### src/shared/ltg_defs.svh
// register map, field positions, reset values and divider counts of the timers
// assumes a 32-bit AXI4-Lite byte address compared in full
`ifndef LTG_DEFS_SVH
`define LTG_DEFS_SVH

`define LTG_LIFE_LOAD_ADDR 32'hFFFF0300
`define LTG_LIFE_LOW_ADDR 32'hFFFF0304
`define LTG_LIFE_HIGH_ADDR 32'hFFFF0308
`define LTG_LIFE_CTRL_ADDR 32'hFFFF030C
`define LTG_LIFE_CLEAR_ADDR 32'hFFFF0310
`define LTG_LIFE_CAPT_ADDR 32'hFFFF0314
`define LTG_GEN_LOAD_ADDR 32'hFFFF0320
`define LTG_GEN_COUNT_ADDR 32'hFFFF0324
`define LTG_GEN_CTRL_ADDR 32'hFFFF0328
`define LTG_GEN_CLEAR_ADDR 32'hFFFF032C
`define LTG_GEN_CAPT_ADDR 32'hFFFF0330

`define LTG_CTRL_RESET 32'h00000000
`define LTG_LOAD_RESET 32'h00000000
`define LTG_LIFE_CTRL_MASK 32'h0003F7DF
`define LTG_GEN_CTRL_MASK 32'h0003FFFF

`define LTG_PRESC_LSB 0
`define LTG_WIDE_BIT 4
`define LTG_FMT_LSB 4
`define LTG_PERIODIC_BIT 6
`define LTG_ENABLE_BIT 7
`define LTG_UP_BIT 8
`define LTG_CLKSEL_LSB 9
`define LTG_EVNUM_LSB 12
`define LTG_CAPEN_BIT 17
`define LTG_EVENT_COUNT 18

`define LTG_PRESC_DIV16 4'h4
`define LTG_PRESC_DIV256 4'h8
`define LTG_PRESC_DIV32768 4'hF
`define LTG_LIMIT_DIV16 15'h000F
`define LTG_LIMIT_DIV256 15'h00FF
`define LTG_LIMIT_DIV32768 15'h7FFF

`define LTG_HMS_FRAC_MAX 7'h7F
`define LTG_HMS_SEC_MAX 6'h3B
`define LTG_HMS_HOUR_MAX_DAY 8'h17
`define LTG_HMS_HOUR_MAX_FULL 8'hFF

`define LTG_RESP_OKAY 2'h0
`define LTG_RESP_SLVERR 2'h2

`endif

### src/shared/ltg_pkg.sv
// types shared by the timer block
// enum encodings are given here; other numeric constants come from ltg_defs.svh
package ltg_pkg;
	typedef enum logic [2:0] {
		LTG_SRC_NONE = 3'h0,
		LTG_SRC_OSC = 3'h1,
		LTG_SRC_XTAL = 3'h2,
		LTG_SRC_PERIPH = 3'h3,
		LTG_SRC_PIN = 3'h4,
		LTG_SRC_CORE = 3'h5
	} ltg_src_t;

	typedef enum logic [1:0] {
		LTG_FMT_BINARY = 2'h0,
		LTG_FMT_RESERVED = 2'h1,
		LTG_FMT_HMS_DAY = 2'h2,
		LTG_FMT_HMS_FULL = 2'h3
	} ltg_fmt_t;
endpackage

### src/logic/ltg_tick_gen.sv
// source selection, pin synchronisers and prescaler for one timer
// assumes slow clocks and the pin are asynchronous to ref_clk
`timescale 1ns/1ps
`include "ltg_defs.svh"
module ltg_tick_gen (
	input wire logic ref_clk,
	input wire logic srst,
	input wire logic slowOsc,
	input wire logic slowXtal,
	input wire logic peripheralClock,
	input wire logic clockPin,
	input wire ltg_pkg::ltg_src_t srcSel,
	input wire logic [3:0] prescale,
	input wire logic run,
	output logic tick
);
	import ltg_pkg::*;

	logic [3:0] rawClk;
	logic [3:0] sync1_reg;
	logic [3:0] sync2_reg;
	logic [3:0] sync3_reg;
	logic [3:0] rise;
	logic srcTick;
	logic [14:0] limit;
	logic [14:0] div_reg;

	assign rawClk = {clockPin, peripheralClock, slowXtal, slowOsc};

	genvar g;
	generate
		for (g = 0; g < 4; g++) begin : gSync
			always_ff @(posedge ref_clk) begin
				if (srst) begin
					sync1_reg[g] <= 1'b0;
					sync2_reg[g] <= 1'b0;
					sync3_reg[g] <= 1'b0;
				end else begin
					sync1_reg[g] <= rawClk[g];
					sync2_reg[g] <= sync1_reg[g];
					sync3_reg[g] <= sync2_reg[g];
				end
			end
			assign rise[g] = sync2_reg[g] & ~sync3_reg[g];
		end
	endgenerate

	// slow sources need no core gating
	always_comb begin
		case (srcSel)
			LTG_SRC_OSC: srcTick = rise[0];
			LTG_SRC_XTAL: srcTick = rise[1];
			LTG_SRC_PERIPH: srcTick = rise[2];
			LTG_SRC_PIN: srcTick = rise[3];
			LTG_SRC_CORE: srcTick = 1'b1;
			default: srcTick = 1'b0;
		endcase
	end

	assign limit = (prescale == `LTG_PRESC_DIV16) ? `LTG_LIMIT_DIV16 :
		(prescale == `LTG_PRESC_DIV256) ? `LTG_LIMIT_DIV256 :
		(prescale == `LTG_PRESC_DIV32768) ? `LTG_LIMIT_DIV32768 : 15'h0000;

	always_ff @(posedge ref_clk) begin
		if (srst || !run) begin
			div_reg <= 15'h0000;
			tick <= 1'b0;
		end else begin
			tick <= srcTick && (div_reg >= limit);
			if (srcTick) begin
				div_reg <= (div_reg >= limit) ? 15'h0000 : div_reg + 15'h0001;
			end
		end
	end
endmodule

### src/logic/ltg_timers.sv
// lifetime and general-purpose timers behind an AXI4-Lite slave
// assumes irqSources come from logic on ref_clk; clock sources are pins
//
// Chosen here: the AXI4-Lite register port.
`timescale 1ns/1ps
`include "ltg_defs.svh"
module ltg_timers (
	input wire logic ref_clk,
	input wire logic srst,
	input wire logic [31:0] s_axi_awaddr,
	input wire logic s_axi_awvalid,
	output logic s_axi_awready,
	input wire logic [31:0] s_axi_wdata,
	input wire logic [3:0] s_axi_wstrb,
	input wire logic s_axi_wvalid,
	output logic s_axi_wready,
	output logic [1:0] s_axi_bresp,
	output logic s_axi_bvalid,
	input wire logic s_axi_bready,
	input wire logic [31:0] s_axi_araddr,
	input wire logic s_axi_arvalid,
	output logic s_axi_arready,
	output logic [31:0] s_axi_rdata,
	output logic [1:0] s_axi_rresp,
	output logic s_axi_rvalid,
	input wire logic s_axi_rready,
	input wire logic slowOsc,
	input wire logic slowXtal,
	input wire logic peripheralClock,
	input wire logic clockPin,
	input wire logic [17:0] irqSources,
	output logic lifetimeIrq,
	output logic generalIrq
);
	import ltg_pkg::*;

	function automatic logic [31:0] mergeBytes(input logic [31:0] old, input logic [31:0] nw,
		input logic [3:0] strb);
		logic [31:0] r;
		r = old;
		for (int i = 0; i < 4; i++) begin
			if (strb[i]) begin
				r[i*8 +: 8] = nw[i*8 +: 8];
			end
		end
		return r;
	endfunction

	function automatic logic [31:0] hmsStep(input logic [31:0] v, input logic up,
		input logic [7:0] hourMax);
		logic [6:0] fr;
		logic [5:0] se;
		logic [5:0] mi;
		logic [7:0] hr;
		logic carry;
		fr = v[6:0];
		se = v[13:8];
		mi = v[21:16];
		hr = v[31:24];
		if (up) begin
			carry = (fr == `LTG_HMS_FRAC_MAX);
			fr = carry ? 7'h00 : fr + 7'h01;
			if (carry) begin
				carry = (se == `LTG_HMS_SEC_MAX);
				se = carry ? 6'h00 : se + 6'h01;
			end
			if (carry) begin
				carry = (mi == `LTG_HMS_SEC_MAX);
				mi = carry ? 6'h00 : mi + 6'h01;
			end
			if (carry) begin
				hr = (hr >= hourMax) ? 8'h00 : hr + 8'h01;
			end
		end else begin
			carry = (fr == 7'h00);
			fr = carry ? `LTG_HMS_FRAC_MAX : fr - 7'h01;
			if (carry) begin
				carry = (se == 6'h00);
				se = carry ? `LTG_HMS_SEC_MAX : se - 6'h01;
			end
			if (carry) begin
				carry = (mi == 6'h00);
				mi = carry ? `LTG_HMS_SEC_MAX : mi - 6'h01;
			end
			if (carry) begin
				hr = (hr == 8'h00) ? hourMax : hr - 8'h01;
			end
		end
		return {hr, 2'h0, mi, 2'h0, se, 1'h0, fr};
	endfunction

	logic [31:0] lifeCtrl_reg;
	logic [15:0] lifeLoad_reg;
	logic [47:0] lifeCount_reg;
	logic [31:0] lifeHighSnap_reg;
	logic [15:0] lifeCapt_reg;
	logic [31:0] genCtrl_reg;
	logic [31:0] genLoad_reg;
	logic [31:0] genCount_reg;
	logic [31:0] genCapt_reg;
	logic [17:0] srcPrev_reg;
	logic awHave_reg;
	logic wHave_reg;
	logic [31:0] awAddr_reg;
	logic [31:0] wData_reg;
	logic [3:0] wStrb_reg;

	wire lifeWide = lifeCtrl_reg[`LTG_WIDE_BIT];
	wire lifeRun = lifeCtrl_reg[`LTG_ENABLE_BIT];
	wire lifePeriodic = lifeCtrl_reg[`LTG_PERIODIC_BIT];
	wire lifeUp = lifeCtrl_reg[`LTG_UP_BIT] | lifeWide;
	wire [1:0] lifeClkSel = lifeCtrl_reg[`LTG_CLKSEL_LSB +: 2];
	wire genRun = genCtrl_reg[`LTG_ENABLE_BIT];
	wire genPeriodic = genCtrl_reg[`LTG_PERIODIC_BIT];
	wire genUp = genCtrl_reg[`LTG_UP_BIT];
	wire [2:0] genClkSel = genCtrl_reg[`LTG_CLKSEL_LSB +: 3];
	wire [1:0] genFmtBits = genCtrl_reg[`LTG_FMT_LSB +: 2];

	ltg_src_t lifeSrc;
	ltg_src_t genSrc;
	ltg_fmt_t genFmt;
	logic lifeTick;
	logic genTick;

	always_comb begin
		case (lifeClkSel)
			2'h0: lifeSrc = LTG_SRC_OSC;
			2'h1: lifeSrc = LTG_SRC_PERIPH;
			2'h2: lifeSrc = LTG_SRC_XTAL;
			default: lifeSrc = LTG_SRC_CORE;
		endcase
	end

	always_comb begin
		case (genClkSel)
			3'h0: genSrc = LTG_SRC_OSC;
			3'h1: genSrc = LTG_SRC_CORE;
			3'h2: genSrc = LTG_SRC_PERIPH;
			3'h3: genSrc = LTG_SRC_PIN;
			default: genSrc = LTG_SRC_NONE;
		endcase
	end

	assign genFmt = ltg_fmt_t'(genFmtBits);

	ltg_tick_gen uLifeTick (
		.ref_clk(ref_clk),
		.srst(srst),
		.slowOsc(slowOsc),
		.slowXtal(slowXtal),
		.peripheralClock(peripheralClock),
		.clockPin(clockPin),
		.srcSel(lifeSrc),
		.prescale(lifeCtrl_reg[`LTG_PRESC_LSB +: 4]),
		.run(lifeRun),
		.tick(lifeTick)
	);

	ltg_tick_gen uGenTick (
		.ref_clk(ref_clk),
		.srst(srst),
		.slowOsc(slowOsc),
		.slowXtal(slowXtal),
		.peripheralClock(peripheralClock),
		.clockPin(clockPin),
		.srcSel(genSrc),
		.prescale(genCtrl_reg[`LTG_PRESC_LSB +: 4]),
		.run(genRun),
		.tick(genTick)
	);

	// bus handshake decode
	wire awTake = s_axi_awvalid & s_axi_awready;
	wire wTake = s_axi_wvalid & s_axi_wready;
	wire arTake = s_axi_arvalid & s_axi_arready;
	wire doWrite = awHave_reg & wHave_reg & ~s_axi_bvalid;
	wire awHaveNext = (awHave_reg | awTake) & ~doWrite;
	wire wHaveNext = (wHave_reg | wTake) & ~doWrite;
	wire bvalidNext = doWrite | (s_axi_bvalid & ~s_axi_bready);
	wire rvalidNext = arTake | (s_axi_rvalid & ~s_axi_rready);

	wire wrLifeLoad = doWrite && awAddr_reg == `LTG_LIFE_LOAD_ADDR;
	wire wrLifeCtrl = doWrite && awAddr_reg == `LTG_LIFE_CTRL_ADDR;
	wire wrLifeClear = doWrite && awAddr_reg == `LTG_LIFE_CLEAR_ADDR;
	wire wrGenLoad = doWrite && awAddr_reg == `LTG_GEN_LOAD_ADDR;
	wire wrGenCtrl = doWrite && awAddr_reg == `LTG_GEN_CTRL_ADDR;
	wire wrGenClear = doWrite && awAddr_reg == `LTG_GEN_CLEAR_ADDR;
	// value addresses accept and ignore writes
	wire wrKnown = (awAddr_reg == `LTG_LIFE_LOW_ADDR) || (awAddr_reg == `LTG_LIFE_HIGH_ADDR) ||
		(awAddr_reg == `LTG_LIFE_CAPT_ADDR) || (awAddr_reg == `LTG_GEN_COUNT_ADDR) ||
		(awAddr_reg == `LTG_GEN_CAPT_ADDR) || wrLifeLoad || wrLifeCtrl || wrLifeClear ||
		wrGenLoad || wrGenCtrl || wrGenClear;

	// high word frozen by the low read
	wire rdLifeLow = arTake && s_axi_araddr == `LTG_LIFE_LOW_ADDR;
	logic [31:0] rdData;
	logic rdKnown;
	always_comb begin
		rdKnown = 1'b1;
		case (s_axi_araddr)
			`LTG_LIFE_LOAD_ADDR: rdData = {16'h0000, lifeLoad_reg};
			`LTG_LIFE_LOW_ADDR: rdData = {16'h0000, lifeCount_reg[15:0]};
			`LTG_LIFE_HIGH_ADDR: rdData = lifeHighSnap_reg;
			`LTG_LIFE_CTRL_ADDR: rdData = lifeCtrl_reg;
			`LTG_LIFE_CAPT_ADDR: rdData = {16'h0000, lifeCapt_reg};
			`LTG_GEN_LOAD_ADDR: rdData = genLoad_reg;
			`LTG_GEN_COUNT_ADDR: rdData = genCount_reg;
			`LTG_GEN_CTRL_ADDR: rdData = genCtrl_reg;
			`LTG_GEN_CAPT_ADDR: rdData = genCapt_reg;
			`LTG_LIFE_CLEAR_ADDR, `LTG_GEN_CLEAR_ADDR: rdData = 32'h00000000;
			default: begin
				rdData = 32'h00000000;
				rdKnown = 1'b0;
			end
		endcase
	end

	// event source pick, first assertion only
	wire [17:0] srcRise = irqSources & ~srcPrev_reg;
	wire [4:0] lifeEvNum = lifeCtrl_reg[`LTG_EVNUM_LSB +: 5];
	wire [4:0] genEvNum = genCtrl_reg[`LTG_EVNUM_LSB +: 5];
	wire lifeEvent = lifeCtrl_reg[`LTG_CAPEN_BIT] &&
		(lifeEvNum < 5'(`LTG_EVENT_COUNT)) && srcRise[lifeEvNum];
	wire genEvent = genCtrl_reg[`LTG_CAPEN_BIT] &&
		(genEvNum < 5'(`LTG_EVENT_COUNT)) && srcRise[genEvNum];

	wire [15:0] life16 = lifeCount_reg[15:0];
	wire lifeAtTerm = lifeWide ? (lifeCount_reg == 48'hFFFFFFFFFFFF) :
		(lifeUp ? (life16 == 16'hFFFF) : (life16 == 16'h0000));
	wire [7:0] hourMax = (genFmt == LTG_FMT_HMS_DAY) ? `LTG_HMS_HOUR_MAX_DAY :
		`LTG_HMS_HOUR_MAX_FULL;
	// binary unless a time format is chosen
	wire genHms = (genFmt == LTG_FMT_HMS_DAY) || (genFmt == LTG_FMT_HMS_FULL);
	wire [31:0] genMax = genHms ?
		{hourMax, 2'h0, 6'(`LTG_HMS_SEC_MAX), 2'h0, 6'(`LTG_HMS_SEC_MAX), 1'h0,
		7'(`LTG_HMS_FRAC_MAX)} : 32'hFFFFFFFF;
	wire genAtTerm = genUp ? (genCount_reg == genMax) : (genCount_reg == 32'h00000000);
	wire [31:0] genStepped = genHms ? hmsStep(genCount_reg, genUp, hourMax) :
		(genUp ? genCount_reg + 32'h00000001 : genCount_reg - 32'h00000001);

	// bus slave
	always_ff @(posedge ref_clk) begin
		if (srst) begin
			awHave_reg <= 1'b0;
			wHave_reg <= 1'b0;
			awAddr_reg <= 32'h00000000;
			wData_reg <= 32'h00000000;
			wStrb_reg <= 4'h0;
			s_axi_awready <= 1'b0;
			s_axi_wready <= 1'b0;
			s_axi_bvalid <= 1'b0;
			s_axi_bresp <= `LTG_RESP_OKAY;
			s_axi_arready <= 1'b0;
			s_axi_rvalid <= 1'b0;
			s_axi_rdata <= 32'h00000000;
			s_axi_rresp <= `LTG_RESP_OKAY;
		end else begin
			awHave_reg <= awHaveNext;
			wHave_reg <= wHaveNext;
			if (awTake) begin
				awAddr_reg <= s_axi_awaddr;
			end
			if (wTake) begin
				wData_reg <= s_axi_wdata;
				wStrb_reg <= s_axi_wstrb;
			end
			s_axi_awready <= ~awHaveNext & ~bvalidNext;
			s_axi_wready <= ~wHaveNext & ~bvalidNext;
			s_axi_bvalid <= bvalidNext;
			if (doWrite) begin
				s_axi_bresp <= wrKnown ? `LTG_RESP_OKAY : `LTG_RESP_SLVERR;
			end
			s_axi_arready <= ~rvalidNext;
			s_axi_rvalid <= rvalidNext;
			if (arTake) begin
				s_axi_rdata <= rdData;
				s_axi_rresp <= rdKnown ? `LTG_RESP_OKAY : `LTG_RESP_SLVERR;
			end
		end
	end

	// configuration registers
	always_ff @(posedge ref_clk) begin
		if (srst) begin
			lifeCtrl_reg <= `LTG_CTRL_RESET;
			genCtrl_reg <= `LTG_CTRL_RESET;
			lifeLoad_reg <= 16'(`LTG_LOAD_RESET);
			genLoad_reg <= `LTG_LOAD_RESET;
			srcPrev_reg <= 18'h00000;
		end else begin
			srcPrev_reg <= irqSources;
			if (wrLifeCtrl) begin
				lifeCtrl_reg <= mergeBytes(lifeCtrl_reg, wData_reg, wStrb_reg) &
					`LTG_LIFE_CTRL_MASK;
			end
			if (wrGenCtrl) begin
				genCtrl_reg <= mergeBytes(genCtrl_reg, wData_reg, wStrb_reg) &
					`LTG_GEN_CTRL_MASK;
			end
			if (wrLifeLoad) begin
				lifeLoad_reg <= 16'(mergeBytes({16'h0000, lifeLoad_reg}, wData_reg, wStrb_reg));
			end
			if (wrGenLoad) begin
				genLoad_reg <= mergeBytes(genLoad_reg, wData_reg, wStrb_reg);
			end
		end
	end

	// lifetime counter
	always_ff @(posedge ref_clk) begin
		if (srst) begin
			lifeCount_reg <= 48'h000000000000;
			lifeHighSnap_reg <= 32'h00000000;
			lifeCapt_reg <= 16'h0000;
			lifetimeIrq <= 1'b0;
		end else begin
			if (rdLifeLow) begin
				lifeHighSnap_reg <= lifeCount_reg[47:16];
			end
			if (lifeEvent && !lifeWide) begin
				lifeCapt_reg <= life16;
			end
			if (wrLifeClear) begin
				lifeCount_reg <= lifeWide ? 48'h000000000000 : {32'h00000000, lifeLoad_reg};
			end else if (lifeTick) begin
				if (lifeAtTerm) begin
					if (lifeWide) begin
						lifeCount_reg <= 48'h000000000000;
					end else if (lifePeriodic) begin
						lifeCount_reg <= {32'h00000000, lifeLoad_reg};
					end else begin
						lifeCount_reg <= {32'h00000000, lifeUp ? 16'h0000 : 16'hFFFF};
					end
				end else if (lifeWide) begin
					lifeCount_reg <= lifeCount_reg + 48'h000000000001;
				end else begin
					lifeCount_reg <= {32'h00000000, lifeUp ? life16 + 16'h0001 :
						life16 - 16'h0001};
				end
			end
			// raise on terminal; clear wins over set
			// clear only acts in 16-bit mode
			if (lifeTick && lifeAtTerm && !wrLifeClear) begin
				lifetimeIrq <= 1'b1;
			end else if (wrLifeClear && !lifeWide) begin
				lifetimeIrq <= 1'b0;
			end
		end
	end

	// general counter
	always_ff @(posedge ref_clk) begin
		if (srst) begin
			genCount_reg <= 32'h00000000;
			genCapt_reg <= 32'h00000000;
			generalIrq <= 1'b0;
		end else begin
			if (genEvent) begin
				genCapt_reg <= genCount_reg;
			end
			// reload on clear write, or on terminal when periodic
			if (wrGenClear) begin
				genCount_reg <= genLoad_reg;
			end else if (genTick) begin
				if (genAtTerm) begin
					genCount_reg <= genPeriodic ? genLoad_reg :
						(genUp ? 32'h00000000 : genMax);
				end else begin
					genCount_reg <= genStepped;
				end
			end
			if (genTick && genAtTerm && !wrGenClear) begin
				generalIrq <= 1'b1;
			end else if (wrGenClear) begin
				generalIrq <= 1'b0;
			end
		end
	end
endmodule

### config.mk
export PLATFORM = sky130hd
export DESIGN_NAME = ltg_timers
export DESIGN_NICKNAME = d
export VERILOG_FILES = /design/src/shared/ltg_pkg.sv /design/src/logic/ltg_tick_gen.sv /design/src/logic/ltg_timers.sv
export VERILOG_INCLUDE_DIRS = /design/src /design/src/shared
export SDC_FILE = /design/constraint.sdc
export NUM_CORES = 1
export LEC_CHECK = 0
export BUFFER_PORTS_ARGS = -buffer_cell sky130_fd_sc_hd__buf_4
export CORE_MARGIN = 1.5
export CORE_UTILIZATION = 50
export CTS_CLUSTER_DIAMETER = 150
export DETAILED_ROUTE_END_ITERATION = 10
export PLACE_DENSITY = 0.68
export SYNTH_ARGS = -nofsm -noshare
export SYNTH_HDL_FRONTEND = slang
export SYNTH_SLANG_ARGS = --single-unit
### constraint.sdc
create_clock -name ref_clk -period 5.41 [get_ports ref_clk]
set_input_delay 0.8115 -clock ref_clk [delete_from_list [all_inputs] [get_ports ref_clk]]
set_output_delay 0.8115 -clock ref_clk [all_outputs]
set_load 0.02 [all_outputs]
==> results.toml, run 1 <==
[place]
place_ws_ns = 1.61
placed_area_mm2 = 0.0246
numPortBuffers = 169
place.gp.congestion = 0.971
dpl.hpwl_um = 57200

[critical_path]
r2r-end = "genCount_reg[9]$_SDFFE_PP0P_"
required_ns = 5.90
setup.worst_path.end = "genCount_reg[9]$_SDFFE_PP0P_"
worstSetupPathType = "reg2reg"
reg2reg_slack_ns = 1.50
r2r_start = "genCtrl_reg[8]$_SDFFE_PP0P_"
r2r_cells = 11
startpoint_type = "flip-flop"
crit_arrival_ns = 4.40
worstPathMaxFanout = 21
startpoint = "genCtrl_reg[8]$_SDFFE_PP0P_"
crit_path_end_kind = "flip-flop"

[power_and_ir_drop]
peakVddDrop_mv = 0.196
p_per_area_mw_per_mm2 = 264
power_leakage_nw = 10.1

[cts]
clock-root-buffer = "clkbuf_16"
postCtsSetupBuffers = 0
clock-sinks = 415
cts_max_path_buffers = 3
cts_resized = 0
h-tree-depth = 2
insertion_delay_ns = 0.60
cts_buffers = 46
cts_tree = "built"
clk_pin_slew_worst_paths_ns = 0.07
cts_hold_buf = 0

[yosys]
syn_avg_cell_area_um2 = 7.82
synth_compound_area_share_pct = 23.2
yosysUniqueCellTypes = 105
synth_simple_gate_area_share_pct = 24.3
syn_area_mm2 = 0.0232
synth_top_area_share_pct = 35.7
seq_area_frac_synth_pct = 35.7
synth-edff-count = 0
yosys_register_bits = 415
synthXorXnorAreaFrac_pct = 3.84
muxShareOfSynthArea_pct = 3.04
synth_fa_ha_area_share_pct = 5.23
yosys-top-cells-area = "dfxtp_1 36%, nand2_1 8.5%, a21oi_1 7.6%"
yosysTopAreaCell = "dfxtp_1"
synthFlopType = "dfxtp_1"
synth_cells = 2973
synth_warnings = 0
synth_top_family_by_area = "simple AND/OR/NAND/NOR gates"
async_reset_ff_share_pct = 0

[timing]
setup_viol = 0
fin_crit_sh_pct = 72.2
rsz0062_at_grt = "no"
worst_clock_skew_ns = 0.0299
setup_ws_ns = 1.50
clock.fmax_mhz = 256
final-max-slew-violation-count = 0
setup_tns_ns = 0
worstMarginPinSlew_ns = 1.25
finalCriticalPeriod_ns = 3.91
slew_headroom_pct = 15.9
hold_viol = 0

[floorplan]
die_area_mm2 = 0.0478
io_pins = 172
start_util_pct = 51.0
die_h_um = 219
fp.coreArea_mm2 = 0.0456
die_w_um = 219
rows = 78

[drt]
drt_iter0_markers = 2841
antenna_left = 0
via_per_inst = 6.32
vias = 23100
wirelength_um = 79100
dr.pass1.iters = 8
wl_per_cell_um = 21.6
drc = 0

[global_routing]
grt_pass1_vias = 21229
overflow = 0
antenna_found_initial = 1
grt_pass1_wl_um = 123000
grt_usage_pct = 32.6
grt_max_degree = 127

[final_layout]
area_growth_pct = 12.9
fin_nets = 3240
final_area_mm2 = 0.0262
largest_reg_flops = 48
drive_gt1_share_pct = 11.1
layout_commonest_cell = "nand2_1"
final_cell_mix = "523 x nand2_1, 415 x dfxtp_1, 353 x a21oi_1"

[run]
cap_viol_max_count = 0

[hold_path]
min_path_type = "in2reg"

[run_status]
status = "finished clean"
==> kinds of logic after synthesis <==
kind of cell	Yosys count
buffers and inverters	247
AO/OA/AOI/OAI	855
AND/OR/NAND/NOR	1193
flip-flops	415
XOR/XNOR	102
other	1
multiplexers	64
adder cells (fa/ha/maj)	96
==> area by class of cell <==
class | instances | area [um2]
inverter | 46 | 173
multi-input combinational | 2312 | 13900
sequential | 415 | 8310
antenna | 1 | 2.50
fill | 4175 | 19300
timing repair buffer | 194 | 1490
clock buffer | 64 | 1330
clock inverter | 21 | 275
tap | 600 | 751
==> worst max-delay path: stages (launching register included) <==
cell and delay [ns]:
dfxtp_1 0.32, inv_1 0.56, buf_4 0.42, ha_1 0.32
a211oi_2 0.31, o21bai_1 0.13, a2111oi_0 0.50, nor3b_1 0.17
a31o_1 0.26, xor2_1 0.14, a2111o_1 0.46, a22o_1 0.19
==> metrics by stage <==
| stage | util, % | hold WS (ns) | power (mW) | instances |
|---|---|---|---|---|
| after floorplan | - | 0.414 | 3.44 | 2974 |
| after global placement | 54.0 | 0.437 | 3.64 | 3567 |
| after detailed placement | 54.0 | 0.430 | 3.64 | 3567 |
| after CTS | 57.5 | 0.412 | 6.94 | 3652 |
| after global routing | 57.5 | 0.420 | 7.11 | 3652 |
| final | 57.6 | 0.422 | 6.92 | 3653 |
==> synth_stat cells (all sizes together) (51+ instances only) <==
| library cell | count |
|---|---|
| dfxtp | 415 |
| nor2b | 51 |
| nand3 | 74 |
| nor3 | 65 |
| o21ai | 152 |
| nor2 | 244 |
| ha | 94 |
| mux2i | 57 |
| buf | 65 |
| a21oi | 354 |
| nand2 | 525 |
| xnor2 | 56 |
| clkbuf | 136 |
==> worst min path at each step <==
stage,start,endpoint,slack (ns),depth (start not counted)
detailed placement,uGenTick.sync1_reg[2]$_SDFF_PP0_,uLifeTick.sync2_reg[2]$_SDFF_PP0_,0.43,1
finish,clockPin,uLifeTick.sync1_reg[3]$_SDFF_PP0_,0.42,2
global placement,uLifeTick.sync1_reg[3]$_SDFF_PP0_,uGenTick.sync2_reg[3]$_SDFF_PP0_,0.44,1
global route,clockPin,uLifeTick.sync1_reg[3]$_SDFF_PP0_,0.42,2
CTS,irqSources[11],srcPrev_reg[11]$_SDFF_PP0_,0.41,2
floorplan,uGenTick.sync1_reg[1]$_SDFF_PP0_,uGenTick.sync2_reg[1]$_SDFF_PP0_,0.41,1
==> routing by layer <==
layer / GRT usage (%) / wire (um)
met2: 49.9 / 34600
met5: 0 / 0
met4: 15.5 / 3700
met3: 4.62 / 7360
met1: 45.0 / 33400
==> power breakdown <==
group	total, mW	switching [mW]	internal (mW)
Combinational	0.418	0.246	0.172
Sequential	3.17	0.0572	3.11
Clock	3.34	1.37	1.97
Total	6.92	1.67	5.26
(Power assumes the default switching activity.)
==> inputs of run 2 (changes only) <==
Settings changed: PLACE_DENSITY 0.68 to 0.71.
Clock period 5.41 ns to 3.1 ns, I/O delays scaled along.
==> results.toml, run 2 (synthesis gave the netlist of run 1 again) <==
[timing]
hold_viol = 0
finalCriticalPeriod_ns = 3.01
final-max-slew-violation-count = 0
fin_crit_sh_pct = 97.1
worstMarginPinSlew_ns = 0.992
setup_tns_ns = 0
worst_clock_skew_ns = 0.0128
slew_headroom_pct = 33.7
clock.fmax_mhz = 332
setup_viol = 0

[global_routing]
grt_pass1_vias = 22884
use_met1_pct = 45.4
antenna_found_initial = 1
grt_busiest_layer = "met2"
grt_max_degree = 89
met2_usage_pct = 53.7
grt_pass1_wl_um = 129000
grt_usage_pct = 34.5
grt_use_met3_pct = 5.19
overflow = 0

[critical_path]
critPathMaxStageDelay_ns = 0.41
crit_buf_inv = 2
reg2reg_slack_ns = 0.09
startpoint_type = "flip-flop"
cp_top_family = "compound AO/OA/AOI/OAI gates"
crit_path_end_kind = "flip-flop"
cp_slowest_cell = "a2111oi_1"
crit_arrival_ns = 3.50
worstSetupPathType = "reg2reg"
required_ns = 3.59
worstPathMaxFanout = 7
crit_path_cell_trace = "inv_2 > buf_4 > ha_1 > a211oi_4 > o21bai_1 > a2111oi_1 > nor3b_1 > a31o_1 > xor2_1 > a2111o_1 > a22o_1"

[cts]
cts_tree = "built"
insertion_delay_ns = 0.60
cts_max_path_buffers = 3
clk_pin_slew_worst_paths_ns = 0.06
cts_buffers = 46
cts_hold_buf = 0
clock-root-buffer = "clkbuf_16"
h-tree-depth = 2
clock-sinks = 415

[run_status]
status = "finished clean"

[drt]
wl_per_cell_um = 21.8
via_per_inst = 6.26
drt_iter0_markers = 2603
wirelength_um = 83700
drc = 0
antenna_left = 0
dr.pass1.iters = 9
vias = 24047

[floorplan]
die_area_mm2 = 0.0478
io_pins = 172
die_h_um = 219
rows = 78
start_util_pct = 51.0
die_w_um = 219
fp.coreArea_mm2 = 0.0456

[final_layout]
area_growth_pct = 20.1
final_cells = 3844
final_area_mm2 = 0.0279
largest_reg_flops = 48
final_cell_mix = "523 x nand2_1, 410 x dfxtp_1, 378 x buf_4"
utilization_pct = 61.3
drive_gt1_share_pct = 17.2
layout_commonest_cell = "nand2_1"
fin_nets = 3432

[place]
placed_area_mm2 = 0.0261
numPortBuffers = 169
place.gp.congestion = 1.01
dpl.cell_count = 3756
dpl.hpwl_um = 62700

[power_and_ir_drop]
power_leakage_nw = 11.1
peakVddDrop_mv = 0.375
p_per_area_mw_per_mm2 = 440

[run]
cap_viol_max_count = 0

[hold_path]
min_path_type = "in2reg"
[run 2: changes by cell type in the layout (fill, tap and decap cells not counted), sizes merged]
cell,delta
inv,+1
clkbuf,-6
buf,+192
clkinvlp,+2
bufinv,+2
[run 2: worst paths after layout]
check,from,end,cells past startpoint
hold reg to reg,uGenTick.sync1_reg[2]$_SDFF_PP0_,uLifeTick.sync2_reg[2]$_SDFF_PP0_,1
setup reg to reg,genCtrl_reg[8]$_SDFFE_PP0P_,genCount_reg[9]$_SDFFE_PP0P_,11
setup / recovery,genCtrl_reg[8]$_SDFFE_PP0P_,genCount_reg[9]$_SDFFE_PP0P_,11
hold / removal,clockPin,uLifeTick.sync1_reg[3]$_SDFF_PP0_,2
[run 2: per-layer routing]
layer / vias to the layer above / part of all wire [%]
li1: 11131 / -
met4: 0 / 6.1
met5: - / 0
met3: 276 / 8.6
met1: 11435 / 41
met2: 1205 / 44
[run 2: power by group]
part / switching, mW / internal [mW]
Combinational: 0.451 / 0.345
Clock: 2.44 / 3.50
Sequential: 0.0981 / 5.43
Total: 2.99 / 9.28
[run 2: area by class of cell]
| type | count | area, um2 |
|---|---|---|
| Multi-Input combinational cell | 2312 | 14100 |
| Sequential cell | 415 | 8310 |
| Tap cell | 600 | 751 |
| Inverter | 46 | 173 |
| Antenna cell | 1 | 2.50 |
| Timing Repair Buffer | 386 | 2980 |
| Clock buffer | 58 | 1260 |
| Clock inverter | 26 | 383 |
| Fill cell | 3994 | 17700 |
[run 2: what timing repair did]
action / 4_1_cts / 5_1_grt
gates resized for setup: 3 / 29
setup endpoints to repair: 2 / 34
pin swaps: 0 / 9
setup buffers: 0 / 3
gates cloned: 0 / 0
[run 2: per-stage QoR]
| step | setup WS (ns) | hold slack, ns | power, mW |
|---|---|---|---|
| 2_1_floorplan | 0.0155 | 0.414 | 6.01 |
| 3_3_place_gp | 0.0935 | 0.437 | 6.40 |
| 3_5_place_dp | 0.0264 | 0.427 | 6.42 |
| 4_1_cts | 0.0145 | 0.0573 | 12.3 |
| 5_1_grt | -0.0433 | 0.0865 | 12.6 |
| 6_report | 0.0887 | 0.0777 | 12.3 |
[run 2: worst register-to-register path: cells and delay by family (launching register included)]
family | cells | cell delay, ns
AOI/OAI and AO/OA | 6 | 1.65
buffers and inverters | 2 | 0.35
DFF | 1 | 0.32
adders and majority gates | 1 | 0.28
and+or+nand+nor | 1 | 0.15
xor gates and xnor gates | 1 | 0.15
